[config.mk]
export PLATFORM = sky130hd
export DESIGN_NAME = timer16_with_capture
export DESIGN_NICKNAME = d
export VERILOG_FILES = /design/src/design/timer_pkg.sv /design/src/design/capture_event_unit.sv /design/src/design/timer16_with_capture.sv
export SDC_FILE = /design/constraint.sdc
export NUM_CORES = 1
export LEC_CHECK = 0
export BUFFER_PORTS_ARGS = -buffer_cell sky130_fd_sc_hd__buf_4
export CORE_ASPECT_RATIO = 1.5
export CORE_MARGIN = 10
export CORE_UTILIZATION = 50
export DETAILED_ROUTE_END_ITERATION = 8
export PLACE_DENSITY = 0.74
export SLEW_MARGIN = 20
export SYNTH_ARGS = -nofsm -noshare
export SYNTH_HDL_FRONTEND = slang
export SYNTH_HIERARCHICAL = 1
export SYNTH_SLANG_ARGS = --single-unit
export TNS_END_PERCENT = 50
[constraint.sdc]
create_clock -name clock -period 2.5 [get_ports clock]
set_input_delay 0 -clock clock [delete_from_list [all_inputs] [get_ports clock]]
set_output_delay 0 -clock clock [all_outputs]
set_load 0.005 [all_outputs]
[src/design/timer_pkg.sv]
// Package with register map, field layout, reset values and carrier types
package timer_pkg;

   // ---------------------------------------------------------------
   // Register offsets
   // ---------------------------------------------------------------
   localparam logic [7:0] OFS_IRQ_CONTROL   = 8'h0B;
   localparam logic [7:0] OFS_IRQ_FLAGS     = 8'h0C;
   localparam logic [7:0] OFS_COUNT_LOW     = 8'h0E;
   localparam logic [7:0] OFS_COUNT_HIGH    = 8'h0F;
   localparam logic [7:0] OFS_TIMER_CONTROL = 8'h10;
   localparam logic [7:0] OFS_CAPTURE_LOW   = 8'h15;
   localparam logic [7:0] OFS_CAPTURE_HIGH  = 8'h16;
   localparam logic [7:0] OFS_CAPTURE_MODE  = 8'h17;
   localparam logic [7:0] OFS_PORT_DATA     = 8'h07;
   localparam logic [7:0] OFS_PORT_DIR      = 8'h87;
   localparam logic [7:0] OFS_IRQ_ENABLE    = 8'h8C;

   // ---------------------------------------------------------------
   // Field positions and masks
   // ---------------------------------------------------------------
   localparam int         BIT_OVERFLOW     = 0;
   localparam int         BIT_CAPTURE      = 2;
   localparam int         BIT_GLOBAL_EN    = 6;
   localparam logic [7:0] IRQ_BITS_MASK    = 8'h4F;
   localparam logic [7:0] TCON_MASK        = 8'h3F;
   localparam logic [7:0] CAPCTL_MASK      = 8'h0F;
   localparam logic [7:0] PORT_MASK        = 8'h07;
   localparam int         PIN_EXT_CLOCK    = 0;
   localparam int         PIN_OSC_INPUT    = 1;

   // ---------------------------------------------------------------
   // Reset values
   // ---------------------------------------------------------------
   localparam logic [7:0]  RST_ZERO_BYTE   = 8'h00;
   localparam logic [2:0]  RST_PORT_DIR    = 3'h7;
   localparam logic [15:0] RST_COUNT       = 16'h0000;
   localparam logic [15:0] COUNT_ALL_ONES  = 16'hFFFF;

   // ---------------------------------------------------------------
   // Capture unit mode codes and timing
   // ---------------------------------------------------------------
   localparam logic [3:0] MODE_OFF         = 4'h0;
   localparam logic [3:0] MODE_FALL        = 4'h4;
   localparam logic [3:0] MODE_RISE        = 4'h5;
   localparam logic [3:0] MODE_RISE4       = 4'h6;
   localparam logic [3:0] MODE_RISE16      = 4'h7;
   localparam logic [3:0] MODE_TRIGGER     = 4'hB;
   localparam logic [1:0] INSTR_LAST       = 2'h3;

   // Timer control layout, bit 0 in the last field
   typedef struct packed {
      logic [1:0] unused;
      logic [1:0] prescale_sel;
      logic       low_power_osc_enable;
      logic       ext_sync_bypass;
      logic       clock_source_sel;
      logic       counter_run;
   } timer_ctrl_t;

   // Register port request
   typedef struct packed {
      logic [7:0] addr;
      logic [7:0] wdata;
      logic       wr;
      logic       rd;
   } reg_req_t;

endpackage : timer_pkg

[src/design/capture_event_unit.sv]
// Capture pin edge detector with every-Nth-edge prescaler
`timescale 1ns/1ps
module capture_event_unit (
   input  wire logic       clock,
   input  wire logic       reset_n,
   input  wire logic       pin_level,
   input  wire logic [3:0] mode,
   output logic            event_pulse,
   output logic            in_capture
);

   logic       pin_prev_r;
   logic [3:0] edge_cnt_r;
   logic       rise;
   logic       fall;

   // ---------------------------------------------------------------
   // Edge detection
   // ---------------------------------------------------------------
   // The pin level is watched whatever its direction
   assign rise = ~pin_prev_r & pin_level;
   assign fall = pin_prev_r & ~pin_level;
   assign in_capture = (mode[3:2] == 2'h1);

   always_ff @(posedge clock) begin
      if (!reset_n) begin
         pin_prev_r <= 1'b0;
      end else begin
         pin_prev_r <= pin_level;
      end
   end

   // Edge counter; a change between capture settings keeps its count
   always_ff @(posedge clock) begin
      if (!reset_n || !in_capture) begin
         edge_cnt_r <= 4'h0;
      end else if (rise) begin
         edge_cnt_r <= 4'(edge_cnt_r + 4'h1);
      end
   end

   // Event selection
   always_comb begin
      case (mode)
         timer_pkg::MODE_FALL:   event_pulse = fall;
         timer_pkg::MODE_RISE:   event_pulse = rise;
         timer_pkg::MODE_RISE4:  event_pulse = rise && (edge_cnt_r[1:0] == 2'h3);
         timer_pkg::MODE_RISE16: event_pulse = rise && (edge_cnt_r == 4'hF);
         default:                event_pulse = 1'b0;
      endcase
   end

   property p_prescaler_idle;
      @(posedge clock) disable iff (!reset_n)
      !in_capture |=> (edge_cnt_r == 4'h0) || in_capture;
   endproperty
   a_prescaler_idle: assert property (p_prescaler_idle)
      else $error("Edge counter not cleared outside capture");

endmodule : capture_event_unit

[src/design/timer16_with_capture.sv]
// 16-bit timer/counter with capture unit and peripheral interrupt enables
`timescale 1ns/1ps
module timer16_with_capture (
   input  wire logic       clock,
   input  wire logic       reset_n,
   input  wire logic [7:0] reg_addr,
   input  wire logic [7:0] reg_wdata,
   input  wire logic       reg_wr,
   input  wire logic       reg_rd,
   output logic      [7:0] reg_rdata,
   output logic            irq_request,
   input  wire logic       ext_clock_in,
   input  wire logic       capture_pin_in,
   output logic      [2:0] port_out,
   output logic      [2:0] port_oe,
   output logic            low_power_osc_enable
);

   timer_pkg::reg_req_t    req;
   timer_pkg::timer_ctrl_t tcon_r;
   logic [15:0] counter_value_r;
   logic [15:0] capture_register_r;
   logic [7:0]  flags_r;
   logic [7:0]  enables_r;
   logic [7:0]  irq_control_r;
   logic [3:0]  capture_event_sel_r;
   logic [2:0]  port_data_r;
   logic [2:0]  port_c_direction_r;
   logic [7:0]  rdata_nxt;
   logic [1:0]  instr_div_r;
   logic [2:0]  pre_cnt_r;
   logic        sync1_r;
   logic        sync2_r;
   logic        sync_prev_r;
   logic        raw_prev_r;
   logic        instr_tick;
   logic        sync_edge;
   logic        raw_edge;
   logic        src_tick;
   logic        count_tick;
   logic        wr_low;
   logic        wr_high;
   logic        trigger;
   logic        wrap;
   logic        cap_event;
   logic        in_capture;
   logic        flags_wr;

   assign req = '{addr: reg_addr, wdata: reg_wdata, wr: reg_wr, rd: reg_rd};

   // ---------------------------------------------------------------
   // Helpers
   // ---------------------------------------------------------------
   // Last prescaler count before a counter tick
   function automatic logic [2:0] prescale_last(input logic [1:0] sel);
      case (sel)
         2'h3:    prescale_last = 3'h7;
         2'h2:    prescale_last = 3'h3;
         2'h1:    prescale_last = 3'h1;
         default: prescale_last = 3'h0;
      endcase
   endfunction : prescale_last

   function automatic logic hit(input logic [7:0] ofs);
      hit = req.wr && (req.addr == ofs);
   endfunction : hit

   // ---------------------------------------------------------------
   // Clock sources
   // ---------------------------------------------------------------
   // Instruction cycle is one clock in four
   always_ff @(posedge clock) begin
      if (!reset_n) begin
         instr_div_r <= 2'h0;
      end else begin
         instr_div_r <= 2'(instr_div_r + 2'h1);
      end
   end

   // Two-flop synchroniser plus a raw edge path for bypass mode
   always_ff @(posedge clock) begin
      if (!reset_n) begin
         sync1_r     <= 1'b0;
         sync2_r     <= 1'b0;
         sync_prev_r <= 1'b0;
         raw_prev_r  <= 1'b0;
      end else begin
         sync1_r     <= ext_clock_in;
         sync2_r     <= sync1_r;
         sync_prev_r <= sync2_r;
         raw_prev_r  <= ext_clock_in;
      end
   end

   assign instr_tick = (instr_div_r == timer_pkg::INSTR_LAST);
   assign sync_edge  = sync2_r & ~sync_prev_r;
   // Bypass is two cycles quicker but capture timing is not guaranteed
   assign raw_edge   = ext_clock_in & ~raw_prev_r;
   assign src_tick   = tcon_r.clock_source_sel
                       ? (tcon_r.ext_sync_bypass ? raw_edge : sync_edge)
                       : instr_tick;

   // Prescaler only advances while the counter runs
   always_ff @(posedge clock) begin
      if (!reset_n) begin
         pre_cnt_r <= 3'h0;
      end else if (src_tick && tcon_r.counter_run) begin
         if (pre_cnt_r >= prescale_last(tcon_r.prescale_sel)) begin
            pre_cnt_r <= 3'h0;
         end else begin
            pre_cnt_r <= 3'(pre_cnt_r + 3'h1);
         end
      end
   end

   assign count_tick = src_tick && tcon_r.counter_run
                       && (pre_cnt_r >= prescale_last(tcon_r.prescale_sel));

   // ---------------------------------------------------------------
   // Counter
   // ---------------------------------------------------------------
   assign wr_low  = req.wr && (req.addr == timer_pkg::OFS_COUNT_LOW);  // Nets must see req
   assign wr_high = req.wr && (req.addr == timer_pkg::OFS_COUNT_HIGH);
   assign trigger = (capture_event_sel_r == timer_pkg::MODE_TRIGGER)
                    && (counter_value_r == capture_register_r);
   assign wrap    = count_tick && !wr_low && !wr_high && !trigger
                    && (counter_value_r == timer_pkg::COUNT_ALL_ONES);

   // Software write wins, then trigger clear, then counting
   always_ff @(posedge clock) begin
      if (!reset_n) begin
         counter_value_r <= timer_pkg::RST_COUNT;
      end else if (wr_low || wr_high) begin
         if (wr_low) begin
            counter_value_r[7:0] <= req.wdata;
         end
         if (wr_high) begin
            counter_value_r[15:8] <= req.wdata;
         end
      end else if (trigger) begin
         counter_value_r <= timer_pkg::RST_COUNT;
      end else if (count_tick) begin
         counter_value_r <= 16'(counter_value_r + 16'h0001);
      end
   end

   // ---------------------------------------------------------------
   // Capture unit
   // ---------------------------------------------------------------
   capture_event_unit u_capture (
      .clock       (clock),
      .reset_n     (reset_n),
      .pin_level   (capture_pin_in),
      .mode        (capture_event_sel_r),
      .event_pulse (cap_event),
      .in_capture  (in_capture)
   );

   // Capture overwrites whatever is stored, read or not
   always_ff @(posedge clock) begin
      if (!reset_n) begin
         capture_register_r <= timer_pkg::RST_COUNT;
      end else if (cap_event && in_capture) begin
         capture_register_r <= counter_value_r;
      end else begin
         if (hit(timer_pkg::OFS_CAPTURE_LOW)) begin
            capture_register_r[7:0] <= req.wdata;
         end
         if (hit(timer_pkg::OFS_CAPTURE_HIGH)) begin
            capture_register_r[15:8] <= req.wdata;
         end
      end
   end

   always_ff @(posedge clock) begin
      if (!reset_n) begin
         capture_event_sel_r <= timer_pkg::MODE_OFF;
      end else if (hit(timer_pkg::OFS_CAPTURE_MODE)) begin
         capture_event_sel_r <= req.wdata[3:0];
      end
   end

   // ---------------------------------------------------------------
   // Control registers
   // ---------------------------------------------------------------
   always_ff @(posedge clock) begin
      if (!reset_n) begin
         tcon_r             <= timer_pkg::RST_ZERO_BYTE;
         enables_r          <= timer_pkg::RST_ZERO_BYTE;
         irq_control_r      <= timer_pkg::RST_ZERO_BYTE;
         port_data_r        <= 3'h0;
         port_c_direction_r <= timer_pkg::RST_PORT_DIR;
      end else begin
         if (hit(timer_pkg::OFS_TIMER_CONTROL)) begin
            tcon_r <= req.wdata & timer_pkg::TCON_MASK;
         end
         if (hit(timer_pkg::OFS_IRQ_ENABLE)) begin
            enables_r <= req.wdata & timer_pkg::IRQ_BITS_MASK;
         end
         if (hit(timer_pkg::OFS_IRQ_CONTROL)) begin
            irq_control_r <= req.wdata;
         end
         if (hit(timer_pkg::OFS_PORT_DATA)) begin
            port_data_r <= req.wdata[2:0];
         end
         if (hit(timer_pkg::OFS_PORT_DIR)) begin
            port_c_direction_r <= req.wdata[2:0];
         end
      end
   end

   // Flags: a hardware set in the same cycle as a software clear wins
   assign flags_wr = req.wr && (req.addr == timer_pkg::OFS_IRQ_FLAGS);

   always_ff @(posedge clock) begin
      if (!reset_n) begin
         flags_r <= timer_pkg::RST_ZERO_BYTE;
      end else begin
         flags_r <= (flags_wr ? (req.wdata & timer_pkg::IRQ_BITS_MASK) : flags_r)
                    | {5'h00, (cap_event && in_capture) || trigger, 1'b0, wrap};
      end
   end

   // ---------------------------------------------------------------
   // Outputs
   // ---------------------------------------------------------------
   // Interrupt needs flag, its enable and the global peripheral enable
   always_ff @(posedge clock) begin
      if (!reset_n) begin
         irq_request <= 1'b0;
      end else begin
         irq_request <= irq_control_r[timer_pkg::BIT_GLOBAL_EN]
                        && |(flags_r & enables_r);
      end
   end

   // Oscillator enable overrides the direction bits of pins 1:0
   always_ff @(posedge clock) begin
      if (!reset_n) begin
         low_power_osc_enable <= 1'b0;
         port_oe              <= 3'h0;
         port_out             <= 3'h0;
      end else begin
         low_power_osc_enable <= tcon_r.low_power_osc_enable;
         port_oe[2]           <= ~port_c_direction_r[2];
         port_oe[1:0]         <= tcon_r.low_power_osc_enable
                                 ? 2'h0 : ~port_c_direction_r[1:0];
         port_out             <= port_data_r;
      end
   end

   // Read mux; unmapped addresses read zero
   always_comb begin
      case (req.addr)
         timer_pkg::OFS_IRQ_CONTROL:   rdata_nxt = irq_control_r;
         timer_pkg::OFS_IRQ_FLAGS:     rdata_nxt = flags_r;
         timer_pkg::OFS_COUNT_LOW:     rdata_nxt = counter_value_r[7:0];
         timer_pkg::OFS_COUNT_HIGH:    rdata_nxt = counter_value_r[15:8];
         timer_pkg::OFS_TIMER_CONTROL: rdata_nxt = tcon_r;
         timer_pkg::OFS_CAPTURE_LOW:   rdata_nxt = capture_register_r[7:0];
         timer_pkg::OFS_CAPTURE_HIGH:  rdata_nxt = capture_register_r[15:8];
         timer_pkg::OFS_CAPTURE_MODE:  rdata_nxt = {4'h0, capture_event_sel_r};
         timer_pkg::OFS_PORT_DATA:     rdata_nxt = {5'h00, port_data_r};
         timer_pkg::OFS_PORT_DIR:      rdata_nxt = {5'h1F, port_c_direction_r};
         timer_pkg::OFS_IRQ_ENABLE:    rdata_nxt = enables_r;
         default:                      rdata_nxt = 8'h00;
      endcase
   end

   always_ff @(posedge clock) begin
      if (!reset_n) begin
         reg_rdata <= 8'h00;
      end else if (req.rd) begin
         reg_rdata <= rdata_nxt;
      end else begin
         reg_rdata <= 8'h00;
      end
   end

   // ---------------------------------------------------------------
   // Assertions
   // ---------------------------------------------------------------
   property p_wrap_flag;
      @(posedge clock) disable iff (!reset_n)
      wrap |=> flags_r[timer_pkg::BIT_OVERFLOW] && (counter_value_r == 16'h0000);
   endproperty
   a_wrap_flag: assert property (p_wrap_flag)
      else $error("Wrap did not clear counter and set overflow");

   property p_stopped;
      @(posedge clock) disable iff (!reset_n)
      !tcon_r.counter_run && !wr_low && !wr_high && !trigger |=> $stable(counter_value_r);
   endproperty
   a_stopped: assert property (p_stopped)
      else $error("Counter moved while stopped");

   property p_instr_count;
      @(posedge clock) disable iff (!reset_n)
      instr_tick && tcon_r.counter_run && !tcon_r.clock_source_sel
      && tcon_r.prescale_sel == 2'h0 && pre_cnt_r == 3'h0
      && !wr_low && !wr_high && !trigger
      |=> counter_value_r == 16'($past(counter_value_r) + 16'h0001);
   endproperty
   a_instr_count: assert property (p_instr_count)
      else $error("Timer mode did not count the instruction cycle");

   property p_sync_source;
      @(posedge clock) disable iff (!reset_n)
      count_tick && tcon_r.clock_source_sel
      |-> (tcon_r.ext_sync_bypass ? raw_edge : sync_edge);
   endproperty
   a_sync_source: assert property (p_sync_source)
      else $error("External tick from the wrong path");

   property p_osc_pins;
      @(posedge clock) disable iff (!reset_n)
      tcon_r.low_power_osc_enable |=> port_oe[1:0] == 2'h0;
   endproperty
   a_osc_pins: assert property (p_osc_pins)
      else $error("Oscillator pins driven while oscillator on");

   property p_trigger_clear;
      @(posedge clock) disable iff (!reset_n)
      trigger && !wr_low && !wr_high |=> counter_value_r == 16'h0000;
   endproperty
   a_trigger_clear: assert property (p_trigger_clear)
      else $error("Trigger did not clear counter");

   property p_capture_copy;
      @(posedge clock) disable iff (!reset_n)
      cap_event && in_capture |=> capture_register_r == $past(counter_value_r)
                                  && flags_r[timer_pkg::BIT_CAPTURE];
   endproperty
   a_capture_copy: assert property (p_capture_copy)
      else $error("Capture did not copy counter or set flag");

   property p_flag_sticky;
      @(posedge clock) disable iff (!reset_n)
      flags_r[timer_pkg::BIT_CAPTURE] && !flags_wr |=> flags_r[timer_pkg::BIT_CAPTURE];
   endproperty
   a_flag_sticky: assert property (p_flag_sticky)
      else $error("Capture flag cleared by hardware");

   property p_enable_read;
      @(posedge clock) disable iff (!reset_n)
      req.rd && req.addr == timer_pkg::OFS_IRQ_ENABLE
      |=> reg_rdata[7] == 1'b0 && reg_rdata[5:4] == 2'h0;
   endproperty
   a_enable_read: assert property (p_enable_read)
      else $error("Unimplemented enable bits read nonzero");

   property p_irq;
      @(posedge clock) disable iff (!reset_n)
      flags_r[0] && enables_r[0] && irq_control_r[timer_pkg::BIT_GLOBAL_EN] |=> irq_request;
   endproperty
   a_irq: assert property (p_irq)
      else $error("Enabled overflow flag raised no interrupt");

endmodule : timer16_with_capture

# Yosys cells after proc, flatten, opt, wreduce, memory -nomap -nowiden
# Index checks and enable logic that the tools add are counted.
word_totals:
  output_inout_bits: 16
  wordCells: 129
  input_bits: 22
  regBits: 98
op_classes:
  n_eq_ne: 27
  magnitude_cmp: 2
  add_sub_neg: 4
  n_bitwise: 13
  reduce_logical: 38
  mux: 17
op_table:
  columns: ["operator", "count"]
  rows:
  - ["$pmux W8 S11", 1]
  - ["$mux W16", 4]
  - ["$mux W8", 5]
  - ["$eq A8 B4 Y1 const B", 4]
  - ["$eq A8 B5 Y1 const B", 4]
  - ["$logic_and A1 B1 Y1", 22]
  - ["$add A16 B1 Y16 const B", 1]
  - ["$eq A16 B16 Y1", 1]
  - ["$eq A16 B16 Y1 const B", 1]
  - ["$eq A4 B3 Y1 const B", 4]
  - ["$eq A8 B8 Y1 const B", 2]
  - ["$mux W3", 3]
  - ["$pmux W3 S3", 1]
  - ["$and A8 B7 Y8", 1]
  - ["$eq A2 B2 Y1 const B", 4]
  - ["$eq A4 B4 Y1 const B", 2]
  - ["$eq A8 B3 Y1 const B", 1]
  - ["$or A8 B3 Y8", 1]
  - ["$reduce_or A8 Y1", 1]
  - ["$ge A3 B3 Y1", 2]
  - ["$not A1 Y1", 6]
  - ["$reduce_and A2 Y1", 3]
  - ["$logic_not A1 Y1", 5]
  - ["$add A4 B1 Y4 const B", 1]
  - ["12 further kinds", 21]

# Longest topological paths before layout
# Gate-level depths: netlist (run 1).
logic_depth:
  ltp_word: 11
  mapped_depth: 9
  depth_no_buf: 8

# Cells and area by module
# The synthesis (run 1) kept the hierarchy.
by_module_without_submodules:
  columns: ["module", "cells_per_inst", "seq_area_each_um2", "n_inst", "area_each_um2"]
  rows:
  - ["timer16_with_capture", 580, 1801.7, 1, 4758.3]
  - ["capture_event_unit", 30, 100.1, 1, 252.7]

# Worst setup path after synthesis (run 1)
# OpenSTA, ideal clock, no wires.
synth_path:
  kind: "register to register"
  from: "register tcon_r[4] (netlist bit)"
  to: "register counter_value_r[3]"
  setup_time_ns: 0.121
  path_buffers: 1
  required_time_ns: 2.379
  setup_slack_ns: 0.329
  arrival_ns: 2.049
  period_less_slack_ns: 2.171
  path_stages_with_launch: 10
  path_cell_list: "dfxtp_1 -> or2_2 -> ha_1 -> nand2b_1 -> a21boi_0 -> nor4_4 -> nand2b_1 -> buf_2 -> a32oi_1 -> nor2_1"
synth_via:
  elab_chain_len: 6
  elab_cells_between_ends: 8
  classes_between: "order compare: 1; eq/ne: 3; mux: 1; reduce/logical: 3"
synth_rtl:
  columns: ["item", "line", "rtl"]
  rows:
  - ["start: declaration", "timer16_with_capture.sv:20", "timer_pkg::timer_ctrl_t tcon_r;"]
  - ["start signal: assignment", "timer16_with_capture.sv:188", "tcon_r <= timer_pkg::RST_ZERO_BYTE;"]
  - ["start signal: assignment", "timer16_with_capture.sv:195", "tcon_r <= req.wdata & timer_pkg::TCON_MASK;"]
  - ["$eq A2 B1 Y1 / $eq A2 B2 Y1 (equally long branches)", "timer16_with_capture.sv:56", "case (sel)"]
  - ["$pmux W3 S3 *", "timer16_with_capture.sv:56", null]
  - ["$ge A3 B3 Y1 *", "timer16_with_capture.sv:117", "&& (pre_cnt_r >= prescale_last(tcon_r.prescale_sel));"]
  - ["$logic_and A1 B1 Y1 *", "timer16_with_capture.sv:117", null]
  - ["$reduce_bool A3 Y1 (no source line) *", null, null]
  - ["$reduce_and A2 Y1 (no source line) *", null, null]
  - ["end signal: assignment", "timer16_with_capture.sv:132", "counter_value_r <= timer_pkg::RST_COUNT;"]
  - ["end signal: assignment", "timer16_with_capture.sv:135", "counter_value_r[7:0] <= req.wdata;"]
  - ["end signal: assignment", "timer16_with_capture.sv:141", "counter_value_r <= timer_pkg::RST_COUNT;"]
  - ["end: declaration", "timer16_with_capture.sv:21", "logic [15:0] counter_value_r;"]
# Every way passes the cells marked *; elsewhere a longest branch is shown, timed or not.
# A chain may end at the register's enable or synchronous reset.

# Worst setup path after layout (run 1)
layout_path:
  from: "register tcon_r[5] (netlist bit)"
  to: "register counter_value_r[3]"
# The elaborated chain is that of the path after synthesis.

==> results of run 1 <==
## cells in the final DEF, fill, tap and decap left out, drive strengths merged, types with 12 or more instances in the layout
cell type	netlist	final
buf	11	68
a21oi	46	46
xnor2	12	12
mux2i	35	35
nand2	72	72
a211oi	17	17
nor2	59	59
dfxtp	95	95
clkbuf	32	12
nand3	56	56
and2	15	15
## routing by layer
metal  track usage  routed length (um)
met5             0                   0
met4         0.133                 821
met3        0.0391                1070
met2         0.370                7630
met1         0.222                5640
## where the power goes
part	total (mW)	switching (mW)	leakage (nW)	internal, mW
logic	0.173	0.110	1.39	0.0624
clock network	1.45	0.591	0.147	0.857
registers	1.52	0.00368	0.766	1.52
## flip-flops by register name (all words and copies together), names as in the netlist
register / cells
low_power_osc_enable: 1
enables_r: 5
instr_div_r: 2
tcon_r: 6
irq_request: 1
flags_r: 5
sync_prev_r: 1
counter_value_r: 16
capture_register_r: 16
port_out: 3
u_capture/edge_cnt_r: 4
capture_event_sel_r: 4
port_data_r: 3
port_c_direction_r: 3
sync2_r: 1
pre_cnt_r: 3
reg_rdata: 8
raw_prev_r: 1
irq_control_r: 8
u_capture/pin_prev_r: 1
port_oe: 3
## layout make-up
cell class	count	share of cell area
clock buffer	12	0.0453
clock inverter	4	0.00892
inverter	5	0.00319
multi-input combinational	467	0.493
sequential	95	0.323
tap	115	0.0244
timing repair buffer	76	0.102
## worst min path at each step
stage                 startpoint                to  slack, ns  cells after the start
floorplan           ext_clock_in        raw_prev_r       0.12                      1
global placement    ext_clock_in        raw_prev_r       0.21                      2
detailed placement  ext_clock_in        raw_prev_r       0.21                      2
CTS                 reg_wdata[2]  irq_control_r[2]      0.005                      3
global route        reg_wdata[2]  irq_control_r[2]       0.01                      3
finish              reg_wdata[0]      enables_r[0]       0.01                      3
## timing repair
action                                  4_1_cts  5_1_grt
hold buffers                                  8        0
endpoints found under the setup margin        0        8
hold endpoints to repair                     15        0
setup buffers                                 0        2
resized for setup                             0        2
## cell families (layout without fill, tap and decap cells)
family	after synthesis	in the layout	synth area share
XOR/XNOR	18	18	0.0315
AND/OR/NAND/NOR	269	269	0.274
buffers and inverters	48	97	0.0417
adder cells (fa/ha/maj)	7	7	0.0175
flip-flops	95	95	0.380
multiplexers	38	38	0.0767
AO/OA/AOI/OAI	135	135	0.179
## stage by stage
| step | util | instances | instance area (um2) | hold WS (ns) | power [mW] |
|---|---|---|---|---|---|
| final | 0.604 | 774 | 5890 | 0.0127 | 3.14 |
| after global routing | 0.604 | 774 | 5890 | 0.0133 | 3.22 |
| after CTS | 0.603 | 772 | 5870 | 0.00532 | 3.15 |
| after detailed placement | 0.562 | 748 | 5470 | 0.213 | 1.72 |
| after global placement | 0.562 | 748 | 5470 | 0.210 | 1.71 |
| after floorplan | - | 610 | 5010 | 0.122 | 1.65 |
## worst reg2reg max path, stage by stage (launching register included)
cell and delay [ns]:
dfxtp_1 0.33, buf_4 0.13, nand2_1 0.06, ha_1 0.28
a21oi_1 0.17, a21boi_1 0.19, buf_4 0.16, nor4_4 0.05
buf_4 0.18, nand2b_2 0.22, buf_4 0.17, a32oi_1 0.16
nor2_1 0.07
==> flow_metrics.env, run 1 <==
export IMPL_drv_cap=0
export IMPL_n_fill_cell=857
export IMPL_crit_slowest_cell="dfxtp_1"
export IMPL_crit_top_cell="buf_4"
export IMPL_endpoint="counter_value_r[3]"
export IMPL_grt_max_degree=45
export IMPL_cts_htree_levels=3
export IMPL_outcome="finished, final reports clean"
export IMPL_place_ws_ns=0.0675
export IMPL_min_path_type="in2reg"
export IMPL_ys_types=57
export IMPL_rows=44
export IMPL_syn_num_nets=639
export IMPL_wirelength_mm=15.2
export IMPL_critPathLaunchType="flip-flop"
export IMPL_multi_input_area_mm2=0.00290
export IMPL_drc=0
export IMPL_crit_chain="buf_4 -> nand2_1 -> ha_1 -> a21oi_1 -> a21boi_1 -> buf_4 -> nor4_4 -> buf_4 -> nand2b_2 -> buf_4 -> a32oi_1 -> nor2_1"
export IMPL_synth_flop_cell="dfxtp_1"
export IMPL_criticalPathCategory="reg2reg"
export IMPL_cp_startpoint="tcon_r[5]"
export IMPL_drt_pass1_iter_count=5
export IMPL_cts_made_buffers=9
export IMPL_synth_most_common_cell="dfxtp_1"
export IMPL_yosysWarnings=6
export IMPL_grt_ovfl_total=0
export IMPL_syn_instance_count=610
export IMPL_syn_avg_cell_area_um2=8.21
export IMPL_max_stage_delay_ns=0.33
export IMPL_dp_hpwl_mm=11.1
export IMPL_relSlewSlack=0.506
export IMPL_p_leak_nw=2.31
export IMPL_diodes=0
export IMPL_cts_sinks=95
export IMPL_path_delay_family="buffers and inverters"
export IMPL_cts_path_max_buffers=2
export IMPL_end_kind="flip-flop"
export IMPL_max_freq_mhz=436
export IMPL_rr_startpoint="tcon_r[5]"
export IMPL_synth_top_area_frac=0.380
export IMPL_dieArea_mm2=0.0145
export IMPL_clk_latency_ns=0.35
export IMPL_reg2reg_depth=12
export IMPL_hold_viol=0
export IMPL_synth_area_leaders="dfxtp_1 (38%), mux2i_1 (7.0%), nand2_1 (5.4%)"
export IMPL_fp_dieH_um=143
export IMPL_synth_seq_cells=95
export IMPL_rsz0062_at_grt="false"
export IMPL_drive_above_1_share=0.158
export IMPL_seqCellArea_mm2=0.00190
export IMPL_netlist_top_cells_count="dfxtp_1 (95), nand2_1 (72), nor2_1 (58), nand3_1 (54), a21oi_1 (46)"
export IMPL_synth_edf_count=0
export IMPL_avgRoutedWirePerCell_um=19.6
export IMPL_io_buffer_count=37
export IMPL_synth_yosys_seq_area_share=0.380
export IMPL_synth_top_area_cell="dfxtp_1"
export IMPL_drt_iter0_drc=352
export IMPL_setup_tns_ns=0
export IMPL_grt_pass1_vias=4889
export IMPL_power_density_mw_per_mm2=534
export IMPL_fin_crit_sh=0.917
export IMPL_gp_congestion=0.962
export IMPL_io_pin_count=38
export IMPL_postRouteAntennaNets=0
export IMPL_root_buffer="clkbuf_16"
export IMPL_grt_pass1_wl_mm=24.3
export IMPL_area_growth_synth_to_final_pct=17.5
export IMPL_finalWorstSetupSlack_ns=0.207
export IMPL_worst_pin_slew_ns=0.739
export IMPL_regToRegSetupSlack_ns=0.21
export IMPL_fin_nets=683
export IMPL_die_x_um=102
export IMPL_antenna_found_initial=0
export IMPL_critical_path_max_fanout=8
export IMPL_critPathRequiredTime_ns=2.73
export IMPL_worst_clock_skew_ns=0.00738
export IMPL_track_usage=0.210
export IMPL_fin_crit_ns=2.29
export IMPL_slew_violations=0
export IMPL_num_vias=4956
export IMPL_coreArea_mm2=0.00974
export IMPL_start_util=0.514
export IMPL_clk_pin_slew_worst_paths_ns=0.06
export IMPL_cp_num_cells=12
export IMPL_cts_tree="yes"
export IMPL_worstPathArrival_ns=2.52
export IMPL_cp_num_buf_inv=4
export IMPL_rr_endpoint="counter_value_r[3]"
export IMPL_async_flop_share=0
export IMPL_setup_viol=0
export IMPL_via_per_inst=6.40
export IMPL_max_vdd_ir_drop_mv=0.335
export IMPL_syn_cell_area_mm2=0.00501
Power figures use the tool's default switching activity.
==> run 2: changes to the inputs <==
- SYNTH_HIERARCHICAL: 1 -> default
==> run 2 against run 1 <==
  * Count of clock-buffer cells in the layout fell by 3
  * Sequential share of layout area barely moved
  * Synthesized cell count is 0.98% lower
  * First-iteration DRC count is 30% higher
  * Hold slack worse by 0.010 ns
==> flow_metrics.env, run 2 <==
export IMPL_outcome="finished, final reports clean"
export IMPL_drt_pass1_iter_count=5
export IMPL_worst_clock_skew_ns=0.00864
export IMPL_grt_use_met2=0.388
export IMPL_drv_cap=0
export IMPL_relSlewSlack=0.575
export IMPL_via_per_inst=6.47
export IMPL_dieArea_mm2=0.0146
export IMPL_power_density_mw_per_mm2=532
export IMPL_critPathLaunchType="flip-flop"
export IMPL_crit_slowest_cell="or3_1"
export IMPL_setup_viol=0
export IMPL_postRouteAntennaNets=0
export IMPL_cts_made_buffers=9
export IMPL_netlist_top_cells_count="dfxtp_1 (95), nor2_1 (69), mux2i_1 (50), nand2_1 (45), a21oi_1 (40)"
export IMPL_cts_path_max_buffers=2
export IMPL_final_common_cell="dfxtp_1"
export IMPL_area_growth_synth_to_final_pct=16.8
export IMPL_fp_dieH_um=143
export IMPL_setup_tns_ns=0
export IMPL_grt_max_degree=58
export IMPL_fin_area_mm2=0.00588
export IMPL_fin_hold_ws_ns=0.00221
export IMPL_end_kind="flip-flop"
export IMPL_cts_setup_buffers=0
export IMPL_async_flop_share=0
export IMPL_critical_path_max_fanout=13
export IMPL_die_x_um=102
export IMPL_syn_cell_area_mm2=0.00504
export IMPL_power_mw=3.13
export IMPL_drive_above_1_share=0.151
export IMPL_root_buffer="clkbuf_16"
export IMPL_seqPwrFrac=0.488
export IMPL_ys_types=55
export IMPL_switchingPower_uw=756
export IMPL_p_comb_frac=0.059
export IMPL_synth_seq_cells=95
export IMPL_drc=0
export IMPL_io_buffer_count=37
export IMPL_max_vdd_ir_drop_mv=0.471
export IMPL_num_vias=4946
export IMPL_syn_instance_count=604
export IMPL_holdCritStartpoint="reg_wdata[0]"
export IMPL_fin_nets=674
export IMPL_grtUsageMet1=0.251
export IMPL_worstPathArrival_ns=2.67
export IMPL_syn_avg_cell_area_um2=8.34
export IMPL_fin_crit_ns=2.39
export IMPL_place_area_mm2=0.00552
export IMPL_cp_num_buf_inv=1
export IMPL_grt_ovfl_total=0
export IMPL_fin_crit_sh=0.956
export IMPL_place_inst=743
export IMPL_track_usage=0.227
export IMPL_max_stage_delay_ns=0.35
export IMPL_p_leak_nw=2.23
export IMPL_dp_hpwl_mm=12.0
export IMPL_crit_chain="or2_2 -> ha_1 -> nor2b_1 -> o21ai_0 -> and4_1 -> buf_4 -> nor2_1 -> or3_1 -> a21oi_1"
export IMPL_drt_iter0_drc=456
export IMPL_rsz0062_at_grt="false"
export IMPL_intPower_mw=2.37
export IMPL_top_regs="capture_register_r (16), counter_value_r (16)"
export IMPL_regToRegSetupSlack_ns=0.11
export IMPL_grt_pass1_vias=4833
export IMPL_synth_top_area_cell="dfxtp_1"
export IMPL_antenna_found_initial=0
export IMPL_wirelength_mm=16.5
export IMPL_start_util=0.517
export IMPL_avgRoutedWirePerCell_um=21.6
export IMPL_clk_pin_slew_worst_paths_ns=0.07
export IMPL_cts_htree_levels=3
export IMPL_pwr_share_clk=0.452
export IMPL_grt_pass1_wl_mm=25.7
export IMPL_min_to="tcon_r[0]"
export IMPL_min_path_type="in2reg"
export IMPL_finalNonFillerCells=764
export IMPL_grtUsageMet3=0.0372
export IMPL_io_pin_count=38
export IMPL_min_path_cells=3
export IMPL_max_freq_mhz=419
export IMPL_cts_sinks=95
export IMPL_switching_share=0.242
export IMPL_rows=44
export IMPL_synth_top_area_frac=0.378
export IMPL_busiest_layer="met2"
export IMPL_criticalPathCategory="reg2reg"
export IMPL_coreArea_mm2=0.00974
export IMPL_synth_flop_cell="dfxtp_1"
export IMPL_reg2reg_depth=9
export IMPL_synth_area_leaders="dfxtp_1 (38%), mux2i_1 (9.9%), nor2_1 (5.1%)"
export IMPL_hold_viol=0
export IMPL_syn_num_nets=633
export IMPL_synth_edf_count=0
export IMPL_synth_most_common_cell="dfxtp_1"
export IMPL_path_delay_family="simple AND/OR/NAND/NOR gates"
export IMPL_rr_startpoint="tcon_r[4]"
export IMPL_critPathRequiredTime_ns=2.78
export IMPL_slew_violations=0
export IMPL_synth_yosys_seq_area_share=0.378
export IMPL_yosysWarnings=0
export IMPL_clk_latency_ns=0.35
export IMPL_final_cell_mix="dfxtp_1 (95), buf_4 (74), nor2_1 (69)"
export IMPL_cts_tree="yes"
export IMPL_diodes=0
export IMPL_gp_congestion=0.985
export IMPL_worst_pin_slew_ns=0.638
export IMPL_rr_endpoint="counter_value_r[7]"
[run 2: cell types whose count changed in the layout (fill, tap and decap cells not counted), moves of 7 or more]
cell	before	now
nand2_1	72	45
nand3_1	54	37
mux2i_1	35	50
nor2_1	58	69
a31oi_1	11	19
buf_4	67	74
[run 2: worst min-delay path, stage by stage]
cell	delay, ns
buf_4	0.17
nand3_1	0.08
a21oi_1	0.05
[run 2: metal layers]
metal  wire length, um  part of all wire
met4              1190             0.072
met3              1200             0.073
met5                 0                 0
met2              8060              0.49
met1              6070              0.37
[run 2: layout make-up]
type,instances,area [um2]
Inverter,9,33.8
Sequential cell,95,1900
Tap cell,115,144
Fill cell,838,3860
Clock buffer,9,225
Timing Repair Buffer,80,616
Multi-Input combinational cell,450,2890
Clock inverter,6,73.8
[run 2: power by group through the flow]
stage	Clock [mW]	Combinational (mW)	Sequential, mW
after floorplan	0	0.104	1.56
after global placement	0	0.172	1.56
after detailed placement	0	0.173	1.56
after CTS	1.43	0.181	1.53
after global routing	1.50	0.196	1.53
final	1.42	0.186	1.53
[run 2: logic make-up after synthesis]
kind of cell / synth area share
AO/OA/AOI/OAI: 0.174
XOR/XNOR: 0.0330
adder cells (fa/ha/maj): 0.0194
buffers and inverters: 0.0499
flip-flops: 0.378
multiplexers: 0.104
AND/OR/NAND/NOR: 0.242
[run 2: worst max path at each step]
stage          slack, ns             endpoint  startpoint  depth (start not counted)
2_1_floorplan       0.05  counter_value_r[15]   tcon_r[4]                         10
3_3_place_gp        0.27   counter_value_r[7]   tcon_r[4]                          9
3_5_place_dp        0.17   counter_value_r[7]   tcon_r[4]                          9
4_1_cts             0.14   counter_value_r[7]   tcon_r[4]                          9
5_1_grt            0.004   counter_value_r[5]   tcon_r[4]                          9
6_report            0.11   counter_value_r[7]   tcon_r[4]                          9
[run 2: per-stage QoR]
step	utilization	setup WS [ns]
2_1_floorplan	-	0.0501
3_3_place_gp	0.567	0.267
3_5_place_dp	0.567	0.168
4_1_cts	0.604	0.141
5_1_grt	0.604	0.00446
6_report	0.604	0.111
[run 2: timing repair]
item	4_1_cts	5_1_grt
gates resized for setup	0	0
endpoints found under the hold margin	8	0
hold buffers	6	0
==> run 3: changes to the inputs <==
--- a/config.mk
+++ b/config.mk
@@ -11,5 +11,5 @@
 export CORE_UTILIZATION = 50
 export DETAILED_ROUTE_END_ITERATION = 8
-export PLACE_DENSITY = 0.74
+export PLACE_DENSITY = 0.65
 export SLEW_MARGIN = 20
 export SYNTH_ARGS = -nofsm -noshare
==> constraint.sdc (replaced) <==
create_clock -name clock -period 2.5 [get_ports clock]
set_input_delay 0.5 -clock clock [delete_from_list [all_inputs] [get_ports clock]]
set_output_delay 0.5 -clock clock [all_outputs]
set_load 0.005 [all_outputs]
==> run 3 against run 2 <==
  * Sequential share of layout area decreased by 0.59 points
  * Clock skew decreased by 0.0017 ns
  * Hold slack better by 0.36 ns
  * Global-route usage up 0.86 points
  * Flip-flop and latch count is the same
  * Power fell by 1.0%
  * Critical path type unchanged
  * Largest power group unchanged
==> flow_metrics.env, run 3 (same netlist as run 2, synthesis figures left out) <==
export IMPL_setup_viol=0
export IMPL_gp_congestion=0.965
export IMPL_switchingPower_uw=764
export IMPL_reg2reg_depth=9
export IMPL_worstPathArrival_ns=2.55
export IMPL_diodes=0
export IMPL_fin_area_mm2=0.00599
export IMPL_critPathLaunchType="flip-flop"
export IMPL_hold_viol=0
export IMPL_clk_pin_slew_worst_paths_ns=0.07
export IMPL_top_regs="capture_register_r (16), counter_value_r (16)"
export IMPL_rr_startpoint="tcon_r[4]"
export IMPL_dp_hpwl_mm=12.5
export IMPL_place_area_mm2=0.00568
export IMPL_final_cell_mix="dfxtp_1 (95), buf_4 (89), nor2_1 (69)"
export IMPL_cp_startpoint="tcon_r[4]"
export IMPL_via_per_inst=6.35
export IMPL_track_usage=0.236
export IMPL_grt_pass1_vias=4735
export IMPL_finalWorstSetupSlack_ns=0.174
export IMPL_power_density_mw_per_mm2=517
export IMPL_max_vdd_ir_drop_mv=0.389
export IMPL_p_comb_frac=0.060
export IMPL_grt_ovfl_total=0
export IMPL_relSlewSlack=0.702
export IMPL_min_path_type="in2reg"
export IMPL_ctsHoldBuffers=0
export IMPL_start_util=0.517
export IMPL_cts_tree="yes"
export IMPL_p_leak_nw=2.30
export IMPL_coreArea_mm2=0.00974
export IMPL_drc=0
export IMPL_cts_made_buffers=9
export IMPL_rows=44
export IMPL_postRouteAntennaNets=0
export IMPL_cts_path_max_buffers=2
export IMPL_io_pin_count=38
export IMPL_clk_latency_ns=0.35
export IMPL_avgRoutedWirePerCell_um=21.6
export IMPL_drive_above_1_share=0.179
export IMPL_antenna_found_initial=0
export IMPL_cts_sinks=95
export IMPL_wirelength_mm=16.8
export IMPL_root_buffer="clkbuf_16"
export IMPL_n_fill_cell=891
export IMPL_critPathRequiredTime_ns=2.73
export IMPL_slew_violations=0
export IMPL_fp_dieH_um=143
export IMPL_area_growth_synth_to_final_pct=19.0
export IMPL_min_path_cells=2
export IMPL_pwr_share_clk=0.446
export IMPL_grt_pass1_wl_mm=26.3
export IMPL_dieArea_mm2=0.0146
export IMPL_holdCritStartpoint="ext_clock_in"
export IMPL_switching_share=0.247
export IMPL_fin_crit_sh=0.931
export IMPL_cts_htree_levels=3
export IMPL_worst_clock_skew_ns=0.00690
export IMPL_worst_pin_slew_ns=0.443
export IMPL_intPower_mw=2.33
export IMPL_final_common_cell="dfxtp_1"
export IMPL_drv_cap=0
export IMPL_rr_endpoint="counter_value_r[4]"
export IMPL_regToRegSetupSlack_ns=0.17
export IMPL_end_kind="flip-flop"
export IMPL_place_ws_ns=-0.0544
export IMPL_min_to="raw_prev_r"
export IMPL_criticalPathCategory="reg2reg"
export IMPL_drt_pass1_iter_count=7
export IMPL_fin_nets=685
export IMPL_rsz0062_at_grt="false"
export IMPL_cts_setup_buffers=0
export IMPL_seqPwrFrac=0.493
export IMPL_io_buffer_count=37
export IMPL_max_freq_mhz=430
export IMPL_die_x_um=102
export IMPL_fin_hold_ws_ns=0.363
export IMPL_fin_crit_ns=2.33
export IMPL_drt_iter0_drc=344
export IMPL_critical_path_max_fanout=8
export IMPL_num_vias=4928
export IMPL_grt_max_degree=34
export IMPL_outcome="finished, final reports clean"
==> run 3: power by group through the flow <==
stage | combinational, mW | sequential [mW] | clock (mW)
3_3_place_gp | 0.181 | 1.56 | 0
5_1_grt | 0.200 | 1.53 | 1.45
2_1_floorplan | 0.104 | 1.56 | 0
4_1_cts | 0.183 | 1.53 | 1.40
3_5_place_dp | 0.182 | 1.56 | 0
6_report | 0.187 | 1.53 | 1.38
==> run 3: critical path, cell delays in order, from the launching register on <==
cell and delay (ns):
dfxtp_1 0.31, or2_2 0.29, ha_1 0.27, nor2b_1 0.04
o21ai_0 0.21, and4_1 0.27, buf_4 0.18, a21boi_4 0.21
nand3_1 0.09, o211ai_1 0.35
==> run 3: area by class of cell <==
cell class	count	area, um2	share of cell area
inverters	9	33.8	0.00564
multi-input cells	450	2910	0.485
well taps	115	144	0.0240
repair buffers	91	708	0.118
clock buffers	11	253	0.0422
flip-flops and latches	95	1900	0.317
clock inverters	5	46.3	0.00772
==> run 3: timing repair <==
action,in CTS,in global routing
pin swaps,0,1
setup endpoints to repair,1,7
gates resized for setup,1,3
==> run 3: routing by layer <==
layer / global-route usage / part of all wire
met1: 0.269 / 0.39
met2: 0.392 / 0.49
met3: 0.0406 / 0.056
met4: 0.158 / 0.066
met5: 0 / 0
==> run 3: per-stage QoR <==
stage	std cells	util	power (mW)	setup TNS, ns
4_1_cts	776	0.613	3.12	0
3_5_place_dp	760	0.583	1.75	-0.0614
6_report	776	0.615	3.10	0
3_3_place_gp	760	0.583	1.74	-0.0132
2_1_floorplan	604	-	1.66	0
5_1_grt	776	0.615	3.18	0
==> run 3: how the worst max path moves through the flow <==
stage / slack (ns) / to
4_1_cts: 0.04 / counter_value_r[8]
6_report: 0.17 / counter_value_r[4]
2_1_floorplan: 0.05 / counter_value_r[15]
5_1_grt: 0.02 / counter_value_r[15]
3_3_place_gp: -0.01 / counter_value_r[5]
3_5_place_dp: -0.05 / counter_value_r[5]
